--- src/spi_port_pkg.sv ---
/*
 * Shared constants and carriers of the synchronous serial port, SPI mode.
 * Assumes a single system clock that also times master mode.
 */
package spi_port_pkg;

    localparam int DATA_W = 8;
    localparam int MODE_W = 4;
    localparam int HALF_W = 10;
    localparam int EDGE_W = 4;
    localparam int STATUS_RSVD_W = 5;

    // Port mode select codes
    localparam logic [MODE_W-1:0] MODE_DIV4 = 4'h0;
    localparam logic [MODE_W-1:0] MODE_DIV16 = 4'h1;
    localparam logic [MODE_W-1:0] MODE_DIV64 = 4'h2;
    localparam logic [MODE_W-1:0] MODE_TMR2 = 4'h3;
    localparam logic [MODE_W-1:0] MODE_SLAVE_SS = 4'h4;
    localparam logic [MODE_W-1:0] MODE_SLAVE = 4'h5;
    localparam logic [MODE_W-1:0] MODE_RELOAD = 4'ha;

    // System clocks per half serial clock period
    localparam logic [HALF_W-1:0] HALF_DIV4 = 10'h002;
    localparam logic [HALF_W-1:0] HALF_DIV16 = 10'h008;
    localparam logic [HALF_W-1:0] HALF_DIV64 = 10'h020;
    localparam logic [HALF_W-1:0] HALF_ONE = 10'h001;
    localparam logic [HALF_W-1:0] HALF_RELOAD_ADD = 10'h002;

    // Sixteen clock transitions make one byte
    localparam logic [EDGE_W-1:0] EDGE_FIRST = 4'h0;
    localparam logic [EDGE_W-1:0] EDGE_LAST = 4'hf;
    localparam logic [EDGE_W-1:0] EDGE_STEP = 4'h1;

    typedef enum {ST_IDLE, ST_XFER} xfer_state_e;

    typedef struct packed {
        logic enable;
        logic polarity;
        logic edge_sel;
        logic sample_phase;
        logic overwrite_en;
        logic [MODE_W-1:0] mode;
    } port_ctrl_s;

    typedef struct packed {
        logic write_collision;
        logic irq_flag;
        logic buffer_full;
        logic busy;
    } port_flags_s;

endpackage : spi_port_pkg

--- src/sck_rate_gen.sv ---
/*
 * Master serial clock rate generator: one pulse per half serial clock period.
 * Assumes the timer-two tick is a one-cycle pulse on the system clock.
 */
`timescale 1ns/1ps
module sck_rate_gen
    import spi_port_pkg::*;
(
    input wire logic sys_clk_i,
    input wire logic rst_n_i,
    input wire logic run_i,
    input wire logic [MODE_W-1:0] mode_i,
    input wire logic [DATA_W-1:0] reload_i,
    input wire logic t2_tick_i,
    output logic half_tick_o
);

    logic [HALF_W-1:0] cnt;
    logic [HALF_W-1:0] next_cnt;
    logic [HALF_W-1:0] half;

    always_comb begin
        case (mode_i)
            MODE_DIV16: half = HALF_DIV16;
            MODE_DIV64: half = HALF_DIV64;
            // Period of four times reload plus one system clocks
            MODE_RELOAD: half = {1'b0, reload_i, 1'b0} + HALF_RELOAD_ADD;
            default: half = HALF_DIV4;
        endcase
        if (mode_i == MODE_TMR2) begin
            half_tick_o = run_i & t2_tick_i;
        end else begin
            half_tick_o = run_i & (cnt == half - HALF_ONE);
        end
        if (!run_i || half_tick_o) begin
            next_cnt = '0;
        end else begin
            next_cnt = cnt + HALF_ONE;
        end
    end

    always_ff @(posedge sys_clk_i or negedge rst_n_i) begin
        if (!rst_n_i) begin
            cnt <= '0;
        end else begin
            cnt <= next_cnt;
        end
    end

endmodule : sck_rate_gen

--- src/sync_serial_spi_port.sv ---
/*
 * SPI mode of the synchronous serial port: shift engine, receive buffer,
 * flags and pin control. Assumes software drives the control inputs as
 * levels and buffer strobes as one-cycle pulses on sys_clk_i; pin inputs
 * are asynchronous and are synchronised here.
 */
`timescale 1ns/1ps
//
// Function
// - Eight-bit MSB-first shift; full byte sets flags
// - Buffer write loads buffer and shifter together
// - Write during transfer discarded, collision flag set
// - Buffer read clears full flag; double-buffered
// - Enable bit hands pins to serial port
// - Master transfer starts on buffer write
// - Receive-only master still buffers each byte
// - Master rate: Fosc/4,16,64, timer/2, reload
// - Reload divider value from address register
// - Polarity sets idle level, edge bit output edge
// - Edge bit set: data valid before first edge
// - Sample phase picks middle or end sampling
// - Slave shifts on external clock, flags last bit
// - Slave keeps shifting during sleep, wakes device
// - Daisy-chain slave echoes received bits next group
// - Overwrite enable accepts data despite unread byte
// - Status low six read-only, shifter hidden
// - Slave-select high releases data-out two clocks late
// - Port reset forces bit counter to zero
// - Shift out one edge, latch on opposite
module sync_serial_spi_port
    import spi_port_pkg::*;
(
    input wire logic sys_clk_i,
    input wire logic arst_n_i,
    input wire port_ctrl_s ctrl_i,
    input wire logic [DATA_W-1:0] reload_i,
    input wire logic t2_tick_i,
    input wire logic sleep_i,
    input wire logic irq_enable_i,
    input wire logic buf_wr_i,
    input wire logic [DATA_W-1:0] buf_wdata_i,
    input wire logic buf_rd_i,
    input wire logic irq_clr_i,
    input wire logic write_collision_flag_clr_i,
    input wire logic sck_i,
    input wire logic sdi_i,
    input wire logic ss_n_i,
    output logic sck_o,
    output logic sck_oe_o,
    output logic sdo_o,
    output logic sdo_oe_o,
    output logic [DATA_W-1:0] buf_rdata_o,
    output port_flags_s flags_o,
    output logic [DATA_W-1:0] status_reg_o,
    output logic wake_o
);

    localparam int PIN_N = 3;

    logic rst_meta;
    logic rst_n;
    logic [PIN_N-1:0] pin_raw;
    logic [PIN_N-1:0] pin_meta;
    logic [PIN_N-1:0] pin_sync;
    logic sck_s;
    logic sdi_s;
    logic ss_s;
    logic sck_d;

    xfer_state_e state, next_state;
    logic [DATA_W-1:0] shift_register, next_shift_register;
    logic [DATA_W-1:0] data_buffer, next_data_buffer;
    logic [EDGE_W-1:0] edge_cnt, next_edge_cnt;
    logic in_bit, next_in_bit;
    logic sck_lvl, next_sck_lvl;
    logic buffer_full_flag, next_buffer_full_flag;
    logic serial_irq_flag, next_serial_irq_flag;
    logic write_collision_flag, next_write_collision_flag;

    logic master;
    logic ss_mode;
    logic port_rst;
    logic busy;
    logic half_tick;
    logic edge_ev;
    logic sample_edge;
    logic done;
    logic [DATA_W-1:0] rx_byte;

    // Reset release through two flops
    always_ff @(posedge sys_clk_i or negedge arst_n_i) begin
        if (!arst_n_i) begin
            rst_meta <= 1'b0;
            rst_n <= 1'b0;
        end else begin
            rst_meta <= 1'b1;
            rst_n <= rst_meta;
        end
    end

    assign pin_raw = {sck_i, sdi_i, ss_n_i};

    // No reset: the copies track the pins through reset, so its release
    // cannot fake a clock edge whatever the idle level
    generate
        for (genvar i = 0; i < PIN_N; i++) begin : g_pin_sync
            always_ff @(posedge sys_clk_i) begin
                pin_meta[i] <= pin_raw[i];
                pin_sync[i] <= pin_meta[i];
            end
        end
    endgenerate

    assign sck_s = pin_sync[2];
    assign sdi_s = pin_sync[1];
    assign ss_s = pin_sync[0];

    always_ff @(posedge sys_clk_i) begin
        sck_d <= sck_s;
    end

    assign master = (ctrl_i.mode != MODE_SLAVE_SS)
        && (ctrl_i.mode != MODE_SLAVE);
    assign ss_mode = ctrl_i.mode == MODE_SLAVE_SS;
    assign port_rst = !ctrl_i.enable || (ss_mode && ss_s);
    assign busy = state == ST_XFER;

    // Master clock stops in sleep; the slave keeps running on the pin
    sck_rate_gen u_rate (
        .sys_clk_i(sys_clk_i),
        .rst_n_i(rst_n),
        .run_i(master && busy && !sleep_i && !port_rst),
        .mode_i(ctrl_i.mode),
        .reload_i(reload_i),
        .t2_tick_i(t2_tick_i),
        .half_tick_o(half_tick)
    );

    // The master counts its own generated edges as the port clock
    always_comb begin
        if (master) begin
            edge_ev = busy && half_tick && !port_rst;
        end else begin
            edge_ev = (sck_s != sck_d) && !port_rst;
        end
        // Edge bit set: first transition samples, data already out
        sample_edge = edge_cnt[0] != ctrl_i.edge_sel;
        if (ctrl_i.edge_sel && !ctrl_i.sample_phase) begin
            rx_byte = {shift_register[DATA_W-2:0], in_bit};
        end else begin
            rx_byte = {shift_register[DATA_W-2:0], sdi_s};
        end
    end

    always_comb begin
        next_state = state;
        next_shift_register = shift_register;
        next_data_buffer = data_buffer;
        next_edge_cnt = edge_cnt;
        next_in_bit = in_bit;
        next_sck_lvl = sck_lvl;
        next_buffer_full_flag = buffer_full_flag;
        next_serial_irq_flag = serial_irq_flag;
        next_write_collision_flag = write_collision_flag;
        done = 1'b0;
        // Clears first so that a same-cycle set wins
        if (buf_rd_i) begin
            next_buffer_full_flag = 1'b0;
        end
        if (irq_clr_i) begin
            next_serial_irq_flag = 1'b0;
        end
        if (write_collision_flag_clr_i) begin
            next_write_collision_flag = 1'b0;
        end
        if (port_rst) begin
            next_state = ST_IDLE;
            next_edge_cnt = EDGE_FIRST;
            next_sck_lvl = ctrl_i.polarity;
        end else begin
            if (buf_wr_i && (busy || write_collision_flag
                    || (!master && edge_ev))) begin
                next_write_collision_flag = 1'b1;
            end else if (buf_wr_i) begin
                next_data_buffer = buf_wdata_i;
                next_shift_register = buf_wdata_i;
                if (master) begin
                    next_state = ST_XFER;
                end
            end
            if (!busy && master) begin
                next_sck_lvl = ctrl_i.polarity;
            end
            if (edge_ev) begin
                next_state = ST_XFER;
                next_edge_cnt = edge_cnt + EDGE_STEP;
                if (master) begin
                    next_sck_lvl = !sck_lvl;
                end
                if (edge_cnt == EDGE_LAST) begin
                    done = 1'b1;
                end else if (sample_edge) begin
                    next_in_bit = sdi_s;
                end else if (edge_cnt != EDGE_FIRST) begin
                    // Received bits walk out again: daisy-chain echo
                    next_shift_register = {shift_register[DATA_W-2:0],
                        ctrl_i.sample_phase ? sdi_s : in_bit};
                end
            end
            if (done) begin
                next_shift_register = rx_byte;
                next_state = ST_IDLE;
                next_edge_cnt = EDGE_FIRST;
                next_serial_irq_flag = 1'b1;
                // Unread byte kept unless overwrite is enabled
                if (!buffer_full_flag || buf_rd_i || ctrl_i.overwrite_en) begin
                    next_data_buffer = rx_byte;
                    next_buffer_full_flag = 1'b1;
                end
            end
        end
    end

    always_ff @(posedge sys_clk_i or negedge rst_n) begin
        if (!rst_n) begin
            state <= ST_IDLE;
            shift_register <= '0;
            data_buffer <= '0;
            edge_cnt <= EDGE_FIRST;
            in_bit <= 1'b0;
            sck_lvl <= 1'b0;
            buffer_full_flag <= 1'b0;
            serial_irq_flag <= 1'b0;
            write_collision_flag <= 1'b0;
        end else begin
            state <= next_state;
            shift_register <= next_shift_register;
            data_buffer <= next_data_buffer;
            edge_cnt <= next_edge_cnt;
            in_bit <= next_in_bit;
            sck_lvl <= next_sck_lvl;
            buffer_full_flag <= next_buffer_full_flag;
            serial_irq_flag <= next_serial_irq_flag;
            write_collision_flag <= next_write_collision_flag;
        end
    end

    // Pins belong to the port only while enabled
    assign sck_o = sck_lvl;
    assign sck_oe_o = ctrl_i.enable && master;
    assign sdo_o = shift_register[DATA_W-1];
    // Release follows the synchronised select, two clocks late
    assign sdo_oe_o = ctrl_i.enable && !(ss_mode && ss_s);
    assign buf_rdata_o = data_buffer;
    assign flags_o = '{write_collision: write_collision_flag,
        irq_flag: serial_irq_flag, buffer_full: buffer_full_flag,
        busy: busy};
    // Upper two bits mirror software settings; the rest are status
    assign status_reg_o = {ctrl_i.sample_phase, ctrl_i.edge_sel,
        {STATUS_RSVD_W{1'b0}}, buffer_full_flag};
    assign wake_o = serial_irq_flag && irq_enable_i;

    a_write_collision_flag_on_busy: assert property (
        @(posedge sys_clk_i) disable iff (!rst_n)
        buf_wr_i && busy && !port_rst && !done |=> write_collision_flag
            && data_buffer == $past(data_buffer))
        else $error("write during transfer not flagged");

    a_write_loads: assert property (
        @(posedge sys_clk_i) disable iff (!rst_n)
        buf_wr_i && !busy && !write_collision_flag && !port_rst
            && !edge_ev
        |=> data_buffer == $past(buf_wdata_i)
            && shift_register == $past(buf_wdata_i))
        else $error("buffer write not loaded into both registers");

    a_master_start: assert property (
        @(posedge sys_clk_i) disable iff (!rst_n)
        master && buf_wr_i && !busy && !write_collision_flag && !port_rst
        |=> busy ##0 sdo_o == $past(buf_wdata_i[DATA_W-1]))
        else $error("master did not start with the msb out");

    a_read_clears: assert property (
        @(posedge sys_clk_i) disable iff (!rst_n)
        buf_rd_i && !done |=> !buffer_full_flag)
        else $error("buffer read left full flag set");

    a_byte_done: assert property (
        @(posedge sys_clk_i) disable iff (!rst_n)
        done && !buffer_full_flag |=> buffer_full_flag && serial_irq_flag
            && data_buffer == shift_register && !busy)
        else $error("completed byte not buffered");

    a_ss_release: assert property (
        @(posedge sys_clk_i) disable iff (!rst_n)
        ss_mode && ss_s |-> !sdo_oe_o ##1 edge_cnt == EDGE_FIRST)
        else $error("slave select high did not release data out");

    a_disable_cnt: assert property (
        @(posedge sys_clk_i) disable iff (!rst_n)
        !ctrl_i.enable |=> edge_cnt == EDGE_FIRST && !busy)
        else $error("disable did not clear bit counter");

    a_sck_idle: assert property (
        @(posedge sys_clk_i) disable iff (!rst_n)
        master && !busy && $stable(ctrl_i.polarity)
            && $past(!busy) |-> sck_o == ctrl_i.polarity)
        else $error("master clock not at idle level");

    a_keep_unread: assert property (
        @(posedge sys_clk_i) disable iff (!rst_n)
        done && buffer_full_flag && !buf_rd_i && !ctrl_i.overwrite_en
        |=> data_buffer == $past(data_buffer) && serial_irq_flag)
        else $error("unread byte overwritten");

endmodule : sync_serial_spi_port

--- config.mk ---
export PLATFORM = sky130hd
export DESIGN_NAME = sync_serial_spi_port
export DESIGN_NICKNAME = d
export VERILOG_FILES = /design/src/spi_port_pkg.sv /design/src/sck_rate_gen.sv /design/src/sync_serial_spi_port.sv
export SDC_FILE = /design/constraint.sdc
export NUM_CORES = 1
export LEC_CHECK = 0
export BUFFER_PORTS_ARGS = -buffer_cell sky130_fd_sc_hd__buf_2
export CAP_MARGIN = 20
export CORE_MARGIN = 3
export CORE_UTILIZATION = 45
export CTS_CLUSTER_DIAMETER = 200
export CTS_CLUSTER_SIZE = 24
export DETAILED_ROUTE_END_ITERATION = 8
export PLACE_DENSITY = 0.67
export RECOVER_POWER = 25
export SLEW_MARGIN = 20
export SYNTH_ARGS = -nofsm -noshare
export SYNTH_HDL_FRONTEND = slang
export SYNTH_SLANG_ARGS = --single-unit
--- constraint.sdc ---
create_clock -name sys_clk_i -period 1.8 [get_ports sys_clk_i]
set_input_delay 0.36 -clock sys_clk_i [delete_from_list [all_inputs] [get_ports sys_clk_i]]
set_output_delay 0.36 -clock sys_clk_i [all_outputs]
set_load 0.005 [all_outputs]
## Word level (Yosys, flattened, before mapping)

Index checks and enable logic that the tools add are counted.

| word-level totals | value |
|---|---|
| bits in latches | 0 |
| word-level logic and storage cells | 120 |
| input bits | 37 |
| memories kept | 0 |
| memory bits (read-only) | 0 |
| bits in registers | 76 |
| bits in writable memories | 0 |
| output and inout bits | 25 |

| operators by class | value |
|---|---|
| divide/modulo/power cells | 0 |
| add/sub/neg operators | 4 |
| bitwise gates (word level) | 4 |
| reductions and logical operators | 37 |
| order comparisons | 0 |
| eq/ne operators | 13 |
| muxes and demuxes | 43 |
| shift-type cells | 0 |
| $mul | 0 |

Operators by type and width:

| cell | count |
|---|---|
| 2-to-1 mux 32 bit | 6 |
| 2-to-1 mux 8 bit | 11 |
| == test 32 x 2 -> 1 bit, second input constant | 1 |
| case mux 10 bit (3 select lines) | 1 |
| 2-to-1 mux 1 bit | 21 |
| logical AND 1 bit | 15 |
| 2-to-1 mux 4 bit | 3 |
| != test 4 x 3 -> 1 bit, second input constant | 3 |
| nonzero test 4 bit | 3 |
| adder 10 x 1 -> 10 bit, second input constant | 1 |
| adder 9 x 2 -> 10 bit, second input constant | 1 |
| == test 10 bit | 1 |
| zero test 1 bit | 10 |
| 2-to-1 mux 10 bit | 1 |
| subtractor 10 x 1 -> 10 bit, second input constant | 1 |
| == test 4 x 2 -> 1 bit, second input constant | 2 |
| == test 4 bit, second input constant | 2 |
| logical OR 1 bit | 6 |
| adder 4 x 1 -> 4 bit, second input constant | 1 |
| == test 4 x 1 -> 1 bit, second input constant | 1 |
| == test 4 x 3 -> 1 bit, second input constant | 1 |
| AND reduction 4 bit | 1 |
| AND reduction 3 bit | 1 |
| nonzero test 3 bit | 1 |
| other kinds (3) | 6 |

## Logic depth before layout (Yosys ltp)

Gate-level depths: netlist of the first run.

| logic depth | value |
|---|---|
| depth in word-level cells | 19 |
| mapped depth | 14 |
| depth with buffers taken out | 12 |

## By module

A second synthesis of the first run with hierarchy kept.

| unflattened totals | value |
|---|---|
| cell total of the unflattened synthesis | 308 |
| area, all modules | 2,911.5 µm² |

By module, submodules not included:

| module | times used | cells an instance | area an instance (µm²) | seq. area each (µm²) |
|---|---|---|---|---|
| sync_serial_spi_port | 1 | 161 | 1,697.9 | 840.8 |
| sck_rate_gen | 1 | 147 | 1,213.7 | 250.2 |

## Worst setup path after synthesis of the first run

Ideal clock, no wire load.

| timing path | value |
|---|---|
| path kind | in2reg |
| start | input port ctrl_i[3] (netlist name) |
| end | register shift_register[1] |
| data required time | 1,735 ps |
| buffers on the path | 3 |
| library setup time | 65 ps |
| arrival time | 3,619 ps |
| setup slack | -1,884 ps |
| stages on the path | 14 |
| path through | clkbuf_1 -> nor4bb_1 -> clkbuf_1 -> nand2_1 -> ha_1 -> xor2_1 -> nand2_1 -> or4_1 -> a211o_1 -> a2111o_1 -> and2_4 -> buf_6 -> o31ai_4 -> o221a_2 |

| between the ends | value |
|---|---|
| word-level cells in the longest chain between the ends | 19 |
| elaborated cells on any way between the ends | 36 |
| those cells by class | 1 x add/sub; 8 x eq/ne; 11 x mux; 2 x bitwise; 14 x reduce/logical |

RTL lines:

| element | RTL line | RTL |
|---|---|---|
| start: declaration | sync_serial_spi_port.sv:35 | `input wire port_ctrl_s ctrl_i,` |
| branches (longest 19 deep; another with subtractor 10 x 1 -> 10 bit) | - |  |
| end signal: assignment | sync_serial_spi_port.sv:237 | `shift_register <= next_shift_register;` |
| end: declaration | sync_serial_spi_port.sv:71 | `logic [DATA_W-1:0] shift_register, next_shift_register;` |

Several ways; the timed one is not identified. The select of a mux whose other input is x is not followed.
A chain may end at the register's enable or synchronous reset.

## Worst setup path in the final report of the first run

| timing path | value |
|---|---|
| start | input port ctrl_i[2] (netlist name) |
| end | register in_bit |

| between the ends | value |
|---|---|
| word-level cells in the longest chain between the ends | 11 |
| elaborated cells on any way between the ends | 26 |
| those cells by class | 1 x add/sub; 8 x eq/ne; 3 x mux; 3 x bitwise; 11 x reduce/logical |

RTL lines:

| element | RTL line | RTL |
|---|---|---|
| branches (longest 10 deep; another with subtractor 10 x 1 -> 10 bit) | - |  |
| AND reduction 4 bit (no line) (*) | - |  |
| end signal: assignment | sync_serial_spi_port.sv:240 | `in_bit <= next_in_bit;` |
| end: declaration | sync_serial_spi_port.sv:74 | `logic in_bit, next_in_bit;` |

Every way passes the cells marked *.

==> impl_metrics.tcl, run 1 <==
set metrics [dict create \
    track_usage 0.197 \
    clk_pin_slew_ns 0.10 \
    ff2ff_setup_slack_ns -0.86 \
    cts_buffer_depth 2 \
    r2r-end "in_bit" \
    grt_pass1_wl_um 11800 \
    syn_inst 308 \
    tightest_slew_ns 0.906 \
    instances_no_fill 502 \
    leakagePower_nw 1.81 \
    total_power_mw 2.51 \
    rsz0062_at_grt "yes" \
    power-per-cell-area_nw_per_um2 627 \
    cts.sinks 45 \
    slowest_stage "or4_4" \
    yosys.area.top_type "dfrtp_1" \
    ir_worst_vdd_mv 0.517 \
    hold_start "sdi_i" \
    synth-edff-count 0 \
    yosysTopAreaCellShare 0.337 \
    io_pins 62 \
    maxCapViolCount 0 \
    synthTopCellsByArea "dfrtp_1 34%, dfxtp_1 5.0%, xor2_1 5.0%" \
    drc 0 \
    ys_seq_area_frac 0.387 \
    async_flop_share 0.844 \
    cts-root-buf "clkbuf_8" \
    relSlewSlack 0.396 \
    netlist_area_sq_um 2820 \
    clk_latency_ns 0.30 \
    final_cell_mix "59 x buf_4, 51 x buf_2, 38 x dfrtp_1, 19 x nor2_1, 17 x nand2_1" \
    layout.nets 468 \
    dpl_cell_area_sq_um 3580 \
    n_antenna_cell 0 \
    whs_path_depth 1 \
    cp_cell_sequence "buf_8 -> or3b_4 -> or2_4 -> or4_4 -> and3_4 -> a311o_1 -> a211o_1 -> a2111o_1 -> a21oi_4 -> and3_4 -> mux2_4" \
    r2r-start "u_rate.cnt[2]" \
    first_global_vias 2525 \
    fmax_mhz 306 \
    numCtsBuffers 5 \
    place_hpwl_um 5220 \
    cp-end-kind "flip-flop" \
    gp_congestion 0.856 \
    fill_cells 464 \
    skew_ns 0.0111 \
    final_common_cell "buf_4" \
    htreeDepth 2 \
    drive_gt1_frac 0.426 \
    numPortBuffers 56 \
    postRouteAntennaNets 0 \
    worstSetupStartpoint "ctrl_i[2]" \
    violations "negative setup slack" \
    hold_viol 0 \
    finish.instance_area_sq_um 4010 \
    die_h_um 85.2 \
    vias 2737 \
    fin_ws_ns -1.46 \
    crit_family "simple AND/OR/NAND/NOR gates" \
    post_synth.cell_area_avg_sq_um 9.16 \
    critPathBufInv 1 \
    grt_max_degree 37 \
    cp.required_ns 2.00 \
    rows 28 \
    dpl.cell_count 482 \
    hp-class "in2reg" \
    cts_tree "done" \
    timing.final.crit_share 1.81 \
    hold_end "pin_meta[1]" \
    die_area_sq_um 7260 \
    antenna_found_initial 0 \
    dr.pass1.iters 4 \
    drt_iter0_markers 100 \
    area_growth_syn_to_layout_pct 41.9 \
    final-max-slew-violation-count 0 \
    wl_per_cell_um 14.4 \
    worstPathMaxFanout 4 \
    synth_seq_cells 45 \
    start_util 0.471 \
    cp_slowest_stage_delay_ns 0.54 \
    synth_ff_type "dfrtp_1" \
    reg2regPathDepth 8 \
    yosysUniqueCellTypes 59 \
    viasPerCell 5.45 \
    grt-ovfl-total 0 \
    finalCriticalPeriod_ns 3.26 \
    status "complete, but fails checks" \
    finalWirelength_um 7210 \
    arrival_ns 3.46 \
    die_x_um 85.2 \
    path_class "in2reg" \
    design.core.area_sq_um 5990 \
    setup_viol 36 \
    yosys_warnings 0 \
    cpMostUsedCell "and3_4" \
    start_kind "input pin" \
]
## synth_stat cells (2+ instances only)
| cell | instances |
|---|---|
| inv_1 | 14 |
| nor2_1 | 32 |
| a21oi_1 | 11 |
| xnor2_1 | 9 |
| o31a_1 | 2 |
| and4_1 | 3 |
| o221a_2 | 8 |
| dfxtp_1 | 7 |
| or3_1 | 10 |
| nand3_1 | 13 |
| a31o_2 | 2 |
| nor2b_1 | 3 |
| a2111oi_0 | 2 |
| nand2_1 | 17 |
| a211o_1 | 4 |
| a221oi_1 | 2 |
| conb_1 | 2 |
| buf_4 | 12 |
| nor4_1 | 3 |
| nor4b_1 | 2 |
| nand4_1 | 2 |
| nand2b_1 | 5 |
| and2_1 | 10 |
| o21a_1 | 2 |
| and3_1 | 6 |
| a221o_1 | 7 |
| clkbuf_1 | 8 |
| ha_1 | 5 |
| o211ai_1 | 3 |
| o21ai_0 | 8 |
| nor4bb_1 | 2 |
| mux2i_1 | 5 |
| dfrtp_1 | 38 |
| xor2_1 | 16 |
| a31oi_1 | 2 |
| nor3_1 | 8 |
## kinds of logic (layout without fill, tap and decap cells)
family	count (synthesis)	after routing	synth area share
simple gates	123	123	0.234
compound gates	66	66	0.188
flops	45	45	0.387
buf+inv	36	151	0.0669
xor+xnor	25	25	0.0776
mux	6	6	0.0217
fa+ha+maj	5	5	0.0222
other cells	2	6	0.00266
## timing repair
action,4_1_cts,5_1_grt
pin swaps,9,13
hold buffers,1,0
gates resized for setup,23,33
endpoints found under the setup margin,36,36
gates cloned,0,1
setup buffers,6,5
endpoints found under the hold margin,2,0
## metal layers
layer	up-vias	part of all wire	wire, um	track usage
met3	4	0.045	325	0.0320
met4	0	0.0061	44	0.0403
met5	-	0	0	0
met1	1325	0.48	3440	0.284
met2	62	0.47	3410	0.315
li1	1346	-	-	-
## worst max path at each step
stage	depth (start not counted)	end
floorplan	11	shift_register[1]
global placement	11	shift_register[7]
detailed placement	11	shift_register[1]
CTS	11	shift_register[7]
global route	11	in_bit
finish	11	in_bit
## sequential cells by signal, summed over array words and instances (netlist names), 3 cells and up
register	cells
edge_cnt	4
buf_rdata_o	8
shift_register	8
u_rate.cnt	10
pin_meta	3
## per-stage QoR
step                worst slack (ns)  hold WS (ns)  utilization  TNS, ns
CTS                            -1.43         0.143        0.637   -43.51
floorplan                      -1.56        0.0644            -   -46.50
finish                         -1.46         0.149        0.669   -46.06
global placement               -1.74         0.145        0.597   -53.12
detailed placement             -1.79         0.147        0.597   -54.46
global route                   -1.53         0.143        0.669   -48.88
## cell type report
class	instances	area [sq um]	area share
inverters	14	55.1	0.0137
well taps	75	93.8	0.0234
clock inverters	3	25.0	0.00625
repair buffers	129	932	0.233
clock buffers	5	68.8	0.0172
multi-input cells	231	1740	0.434
flip-flops and latches	45	1090	0.272
## where the power goes
group / switching [mW] / internal, mW / total (mW)
Combinational: 0.272 / 0.347 / 0.619
Clock: 0.394 / 0.281 / 0.675
Sequential: 0.0882 / 1.13 / 1.22
No activity file was read; power rests on OpenSTA's default activity.
==> run 2: changes to the inputs <==
--- a/config.mk
+++ b/config.mk
@@ -14,7 +14,8 @@
 export DETAILED_ROUTE_END_ITERATION = 8
 export PLACE_DENSITY = 0.67
 export RECOVER_POWER = 25
-export SLEW_MARGIN = 20
+export SLEW_MARGIN = 10
 export SYNTH_ARGS = -nofsm -noshare
 export SYNTH_HDL_FRONTEND = slang
+export SYNTH_HIERARCHICAL = 1
 export SYNTH_SLANG_ARGS = --single-unit
==> run 2 against run 1 <==
- global-route usage increased by 3.0 points
- sequential share of layout area decreased by 1.9 points
- the run still ends with negative setup slack left
- via count increased by 4.1%
- setup slack got worse by 0.33 ns
- maximum frequency decreased by 9.1%
- first-iteration DRC count increased by 43%
- wire length increased by 14%
- clock-buffer cell count increased by 1
- flip-flop and latch count unchanged
- cell count increased by 1.8%
==> impl_metrics.tcl, run 2 <==
set metrics [dict create \
    cts.sinks 45 \
    post_synth.cell_area_avg_sq_um 9.45 \
    skew_ns 0.0158 \
    ff2ff_setup_slack_ns -1.28 \
    tightest_slew_ns 0.927 \
    hold_end "pin_meta[1]" \
    tns_ns -45.75 \
    synth_commonest_cells "38 x dfrtp_1, 25 x nand2_1, 19 x a21oi_1, 16 x xnor2_1" \
    cts_tree "done" \
    die_x_um 86.4 \
    synth_most_common_cell "dfrtp_1" \
    dpl.cell_count 485 \
    clk_latency_ns 0.31 \
    violations "negative setup slack" \
    synth-edff-count 0 \
    hold_start "sdi_i" \
    finalWirelength_um 8200 \
    postRouteAntennaNets 0 \
    gp_congestion 0.817 \
    final-max-slew-violation-count 0 \
    wl_per_cell_um 16.1 \
    numPortBuffers 56 \
    largest_reg_flops 10 \
    htreeDepth 2 \
    n_antenna_cell 0 \
    rows 28 \
    cts-root-buf "clkbuf_8" \
    worstPathMaxFanout 7 \
    leakagePower_nw 1.91 \
    finalCriticalPeriod_ns 3.59 \
    dr.pass1.iters 4 \
    numCtsBuffers 5 \
    drt_iter0_markers 143 \
    yosys.area.top_type "dfrtp_1" \
    syn_inst 308 \
    instances_no_fill 511 \
    ys_seq_area_frac 0.375 \
    hp-class "in2reg" \
    top_register "u_rate/cnt" \
    relSlewSlack 0.382 \
    first_global_vias 2894 \
    hold_viol 0 \
    ir_worst_vdd_mv 0.722 \
    yosys_warnings 6 \
    async_flop_share 0.844 \
    clk_pin_slew_ns 0.09 \
    grt_pass1_wl_um 13600 \
    timing.final.crit_share 1.99 \
    yosysUniqueCellTypes 65 \
    design.core.area_sq_um 6100 \
    drc 0 \
    power-per-cell-area_nw_per_um2 617 \
    arrival_ns 3.79 \
    layout.nets 477 \
    final_cell_mix "64 x buf_4, 51 x buf_2, 38 x dfrtp_1, 21 x nand2_1" \
    viasPerCell 5.58 \
    fmax_mhz 279 \
    cp-end-kind "flip-flop" \
    total_power_mw 2.65 \
    synth_seq_cells 45 \
    final_common_cell "buf_4" \
    synth_ff_type "dfrtp_1" \
    whs_path_depth 1 \
    synthTopCellsByArea "dfrtp_1 33%, dfxtp_1 4.8%, xnor2_1 4.8%" \
    place_hpwl_um 5480 \
    die_h_um 86.4 \
    fin_ws_ns -1.79 \
    drive_gt1_frac 0.491 \
    yosysTopAreaCellShare 0.327 \
    vias 2850 \
    track_usage 0.228 \
    maxCapViolCount 0 \
    path_class "in2reg" \
    cts_buffer_depth 2 \
    die_area_sq_um 7470 \
    cp.required_ns 2.00 \
    grt-ovfl-total 0 \
    r2r-start "u_rate/cnt[9]" \
    area_growth_syn_to_layout_pct 47.6 \
    start_kind "input pin" \
    rsz0062_at_grt "yes" \
    start_util 0.478 \
    reg2regPathDepth 11 \
    netlist_area_sq_um 2910 \
    io_pins 62 \
    setup_viol 36 \
    grt_max_degree 37 \
    status "complete, but fails checks" \
    r2r-end "buf_rdata_o[1]" \
    antenna_found_initial 0 \
]
-- run 2: cell types whose count changed in the layout (fill, tap and decap cells not counted), sizes merged, moves of 8 or more --
cell	change
o221a	-8
nand2	+8
and2	-8
a2bb2oi	+8
or3	-9
a21oi	+9
buf	+10
nor2	-17
o22ai	+10
-- run 2: through the flow --
step	util	setup WS (ns)	area [sq um]	hold slack (ns)
2_1_floorplan	-	-1.84	2970	0.0644
3_3_place_gp	0.601	-1.99	3660	0.147
3_5_place_dp	0.601	-2.06	3660	0.150
4_1_cts	0.700	-1.65	4270	0.143
5_1_grt	0.705	-1.95	4300	0.136
6_report	0.705	-1.79	4300	0.149
-- run 2: cell type report --
cell class,instances,area (sq um)
multi-input combinational,235,1990
sequential,45,1090
clock buffer,6,72.6
clock inverter,2,10.0
timing repair buffer,138,1000
inverter,10,40.0
tap,75,93.8
fill,448,1800
-- run 2: per-layer routing --
metal | track usage | vias to the layer above | part of all wire
met1 | 0.308 | 1396 | 0.46
met2 | 0.366 | 70 | 0.49
met3 | 0.0504 | 10 | 0.043
met4 | 0.0666 | 0 | 0.012
met5 | 0 | - | 0
li1 | - | 1374 | -
-- run 2: power by group --
part / internal (mW) / switching, mW / total [mW]
Combinational: 0.426 / 0.357 / 0.783
Sequential: 1.13 / 0.105 / 1.24
Clock: 0.270 / 0.361 / 0.631
Total: 1.83 / 0.822 / 2.65
-- run 2: kinds of logic (layout without fill, tap and decap cells) --
kind of cell	Yosys count	count (layout)	share of synthesized area
fa+ha+maj	5	5	0.0215
other cells	2	6	0.00258
mux	6	6	0.0232
compound gates	88	88	0.233
simple gates	103	103	0.195
xor+xnor	27	27	0.0859
buf+inv	32	156	0.0640
flops	45	45	0.375
-- run 2: how the worst max path moves through the flow --
stage / start / to / slack, ns / cells after the start
6_report: ctrl_i[0] / buf_rdata_o[1] / -1.79 / 17
5_1_grt: ctrl_i[0] / buf_rdata_o[0] / -1.95 / 17
4_1_cts: ctrl_i[0] / buf_rdata_o[2] / -1.65 / 16
3_5_place_dp: reload_i[0] / buf_rdata_o[7] / -2.06 / 14
3_3_place_gp: reload_i[0] / buf_rdata_o[3] / -1.99 / 14
2_1_floorplan: ctrl_i[3] / buf_rdata_o[0] / -1.84 / 16
-- run 2: worst max-delay path, stage by stage --
cell	delay [ns]
buf_8	0.11
or2b_1	0.27
o32ai_4	0.13
ha_2	0.25
inv_2	0.04
a211oi_2	0.13
a21boi_4	0.30
xor2_1	0.20
nand4_1	0.17
a311o_1	0.37
o21ai_2	0.14
nand2_1	0.09
mux2_4	0.27
or4_4	0.52
buf_6	0.17
o22ai_1	0.17
a2bb2oi_1	0.09
-- run 2: timing repair --
item | 4_1_cts | 5_1_grt
endpoints found under the setup margin | 36 | 37
hold endpoints to repair | 2 | 0
pin swaps | 26 | 17
gates resized for setup | 80 | 19
setup buffers | 32 | 6
hold buffers | 1 | 0
==> run 3: changes to the inputs <==
--- a/config.mk
+++ b/config.mk
@@ -12,6 +12,7 @@
 export CTS_CLUSTER_DIAMETER = 200
 export CTS_CLUSTER_SIZE = 24
 export DETAILED_ROUTE_END_ITERATION = 8
+export MAX_ROUTING_LAYER = met4
 export PLACE_DENSITY = 0.67
 export RECOVER_POWER = 25
 export SLEW_MARGIN = 10
==> run 3 against run 2 <==
- the run still ends with negative setup slack left
- cell count unchanged
- clock skew is 0.00055 ns higher
- die area stayed put
- hold slack gained 0.00058 ns
- setup slack got worse by 0.0045 ns
- wire length shrank 0.13%
- combinational power about the same
- final area unchanged
- clock-buffer cell count unchanged
- utilization stayed put
==> impl_metrics.tcl, run 3 (synthesis gave the netlist of run 2 again) <==
set metrics [dict create \
    path_class "in2reg" \
    dpl.cell_count 485 \
    drt_iter0_markers 167 \
    grt_max_degree 37 \
    layout.nets 477 \
    clk_pin_slew_ns 0.09 \
    power_frac_comb 0.295 \
    hold_viol 0 \
    clk_latency_ns 0.31 \
    postRouteAntennaNets 0 \
    skew_ns 0.0164 \
    relSlewSlack 0.380 \
    instances_no_fill 511 \
    design.core.area_sq_um 6100 \
    tns_ns -45.81 \
    numPortBuffers 56 \
    antenna_found_initial 0 \
    timing.final.crit_share 2.00 \
    start_kind "input pin" \
    drc 0 \
    p_clk_frac 0.238 \
    wl_per_cell_um 16.0 \
    maxCapViolCount 0 \
    cp.required_ns 2.00 \
    status "complete, but fails checks" \
    numCtsBuffers 5 \
    setup_viol 36 \
    cp-end-kind "flip-flop" \
    swShare 0.310 \
    top_register "u_rate/cnt" \
    finish.utilization 0.705 \
    cts_buffer_depth 2 \
    switchingPower_uw 821 \
    fin_ws_ns -1.79 \
    arrival_ns 3.79 \
    largest_reg_flops 10 \
    n_antenna_cell 0 \
    htreeDepth 2 \
    fmax_mhz 278 \
    finalWirelength_um 8190 \
    first_global_vias 2894 \
    whs_path_depth 1 \
    ir_worst_vdd_mv 0.720 \
    area_growth_syn_to_layout_pct 47.6 \
    seq_power_share 0.467 \
    gp_congestion 0.829 \
    power-per-cell-area_nw_per_um2 617 \
    die_x_um 86.4 \
    rows 28 \
    final_common_cell "buf_4" \
    die_h_um 86.4 \
    drive_gt1_frac 0.491 \
    violations "negative setup slack" \
    place_hpwl_um 5480 \
    vias 2858 \
    track_usage 0.234 \
    pre_cts_slack_ns -2.06 \
    final-max-slew-violation-count 0 \
    viasPerCell 5.59 \
    cts_tree "done" \
    reg2regPathDepth 11 \
    cts-root-buf "clkbuf_8" \
    hp-class "in2reg" \
    die_area_sq_um 7470 \
    cts.sinks 45 \
    worstPathMaxFanout 7 \
    start_util 0.478 \
    grt_pass1_wl_um 13600 \
    rsz0062_at_grt "yes" \
    timing.hold.ws_ns 0.150 \
    io_pins 62 \
    final_cell_mix "64 x buf_4, 51 x buf_2, 38 x dfrtp_1, 21 x nand2_1" \
    dr.pass1.iters 4 \
    leakagePower_nw 1.91 \
    finalCriticalPeriod_ns 3.59 \
    intPower_mw 1.83 \
    tightest_slew_ns 0.930 \
    grt-ovfl-total 0 \
]
## run 3: cell counts in the layout (fill, tap and decap cells not counted)
Identical to the previous run, type by type.
## run 3: cell type report
type                            instances  area (sq um)
Inverter                               10          40.0
Multi-Input combinational cell        235          1990
Clock inverter                          2          10.0
Timing Repair Buffer                  138          1000
Clock buffer                            6          72.6
Sequential cell                        45          1090
Tap cell                               75          93.8
Fill cell                             448          1800
## run 3: worst max-delay path, cell delays in order
cell and delay (ns):
buf_8 0.11, or2b_1 0.27, o32ai_4 0.13, ha_2 0.25, inv_2 0.04, a211oi_2 0.13
a21boi_4 0.30, xor2_1 0.21, nand4_1 0.17, a311o_1 0.37, o21ai_2 0.14, nand2_1 0.09
mux2_4 0.27, or4_4 0.52, buf_6 0.17, o22ai_1 0.17, a2bb2oi_1 0.09
## run 3: metrics by stage
step | instance area [sq um] | power, mW
6_report | 4300 | 2.65
5_1_grt | 4300 | 2.79
4_1_cts | 4270 | 2.61
3_5_place_dp | 3660 | 1.87
3_3_place_gp | 3660 | 1.86
2_1_floorplan | 2970 | 1.61
## run 3: power groups by stage
stage / registers (mW) / clock network (mW) / logic (mW)
2_1_floorplan: 1.24 / 0 / 0.365
3_3_place_gp: 1.24 / 0 / 0.625
3_5_place_dp: 1.23 / 0 / 0.640
4_1_cts: 1.23 / 0.636 / 0.746
5_1_grt: 1.25 / 0.678 / 0.854
6_report: 1.24 / 0.630 / 0.783
## run 3: worst paths after layout
kind                               startpoint             end  slack [ns]
worst max-delay path                ctrl_i[0]  buf_rdata_o[1]       -1.79
worst min-delay path                    sdi_i     pin_meta[1]        0.15
worst max register to register  u_rate/cnt[9]  buf_rdata_o[1]       -1.28
worst min register to register    pin_meta[0]            ss_s        0.33
max in group asynchronous               rst_n        state[0]        0.77
min in group asynchronous            arst_n_i        rst_meta        0.39
## run 3: metal layers
| metal | wire length [um] | GRT usage | part of all wire |
|---|---|---|---|
| met1 | 3760 | 0.311 | 0.46 |
| met2 | 3990 | 0.366 | 0.49 |
| met3 | 332 | 0.0466 | 0.041 |
| met4 | 108 | 0.0666 | 0.013 |
| met5 | 0 | - | 0 |
## run 3: timing repair
item	4_1_cts	5_1_grt
hold buffers	1	0
cloned	0	0
buffers inserted	32	6
endpoints found under the setup margin	36	37
gates resized for setup	80	19
pin swaps	26	17
endpoints found under the hold margin	2	0
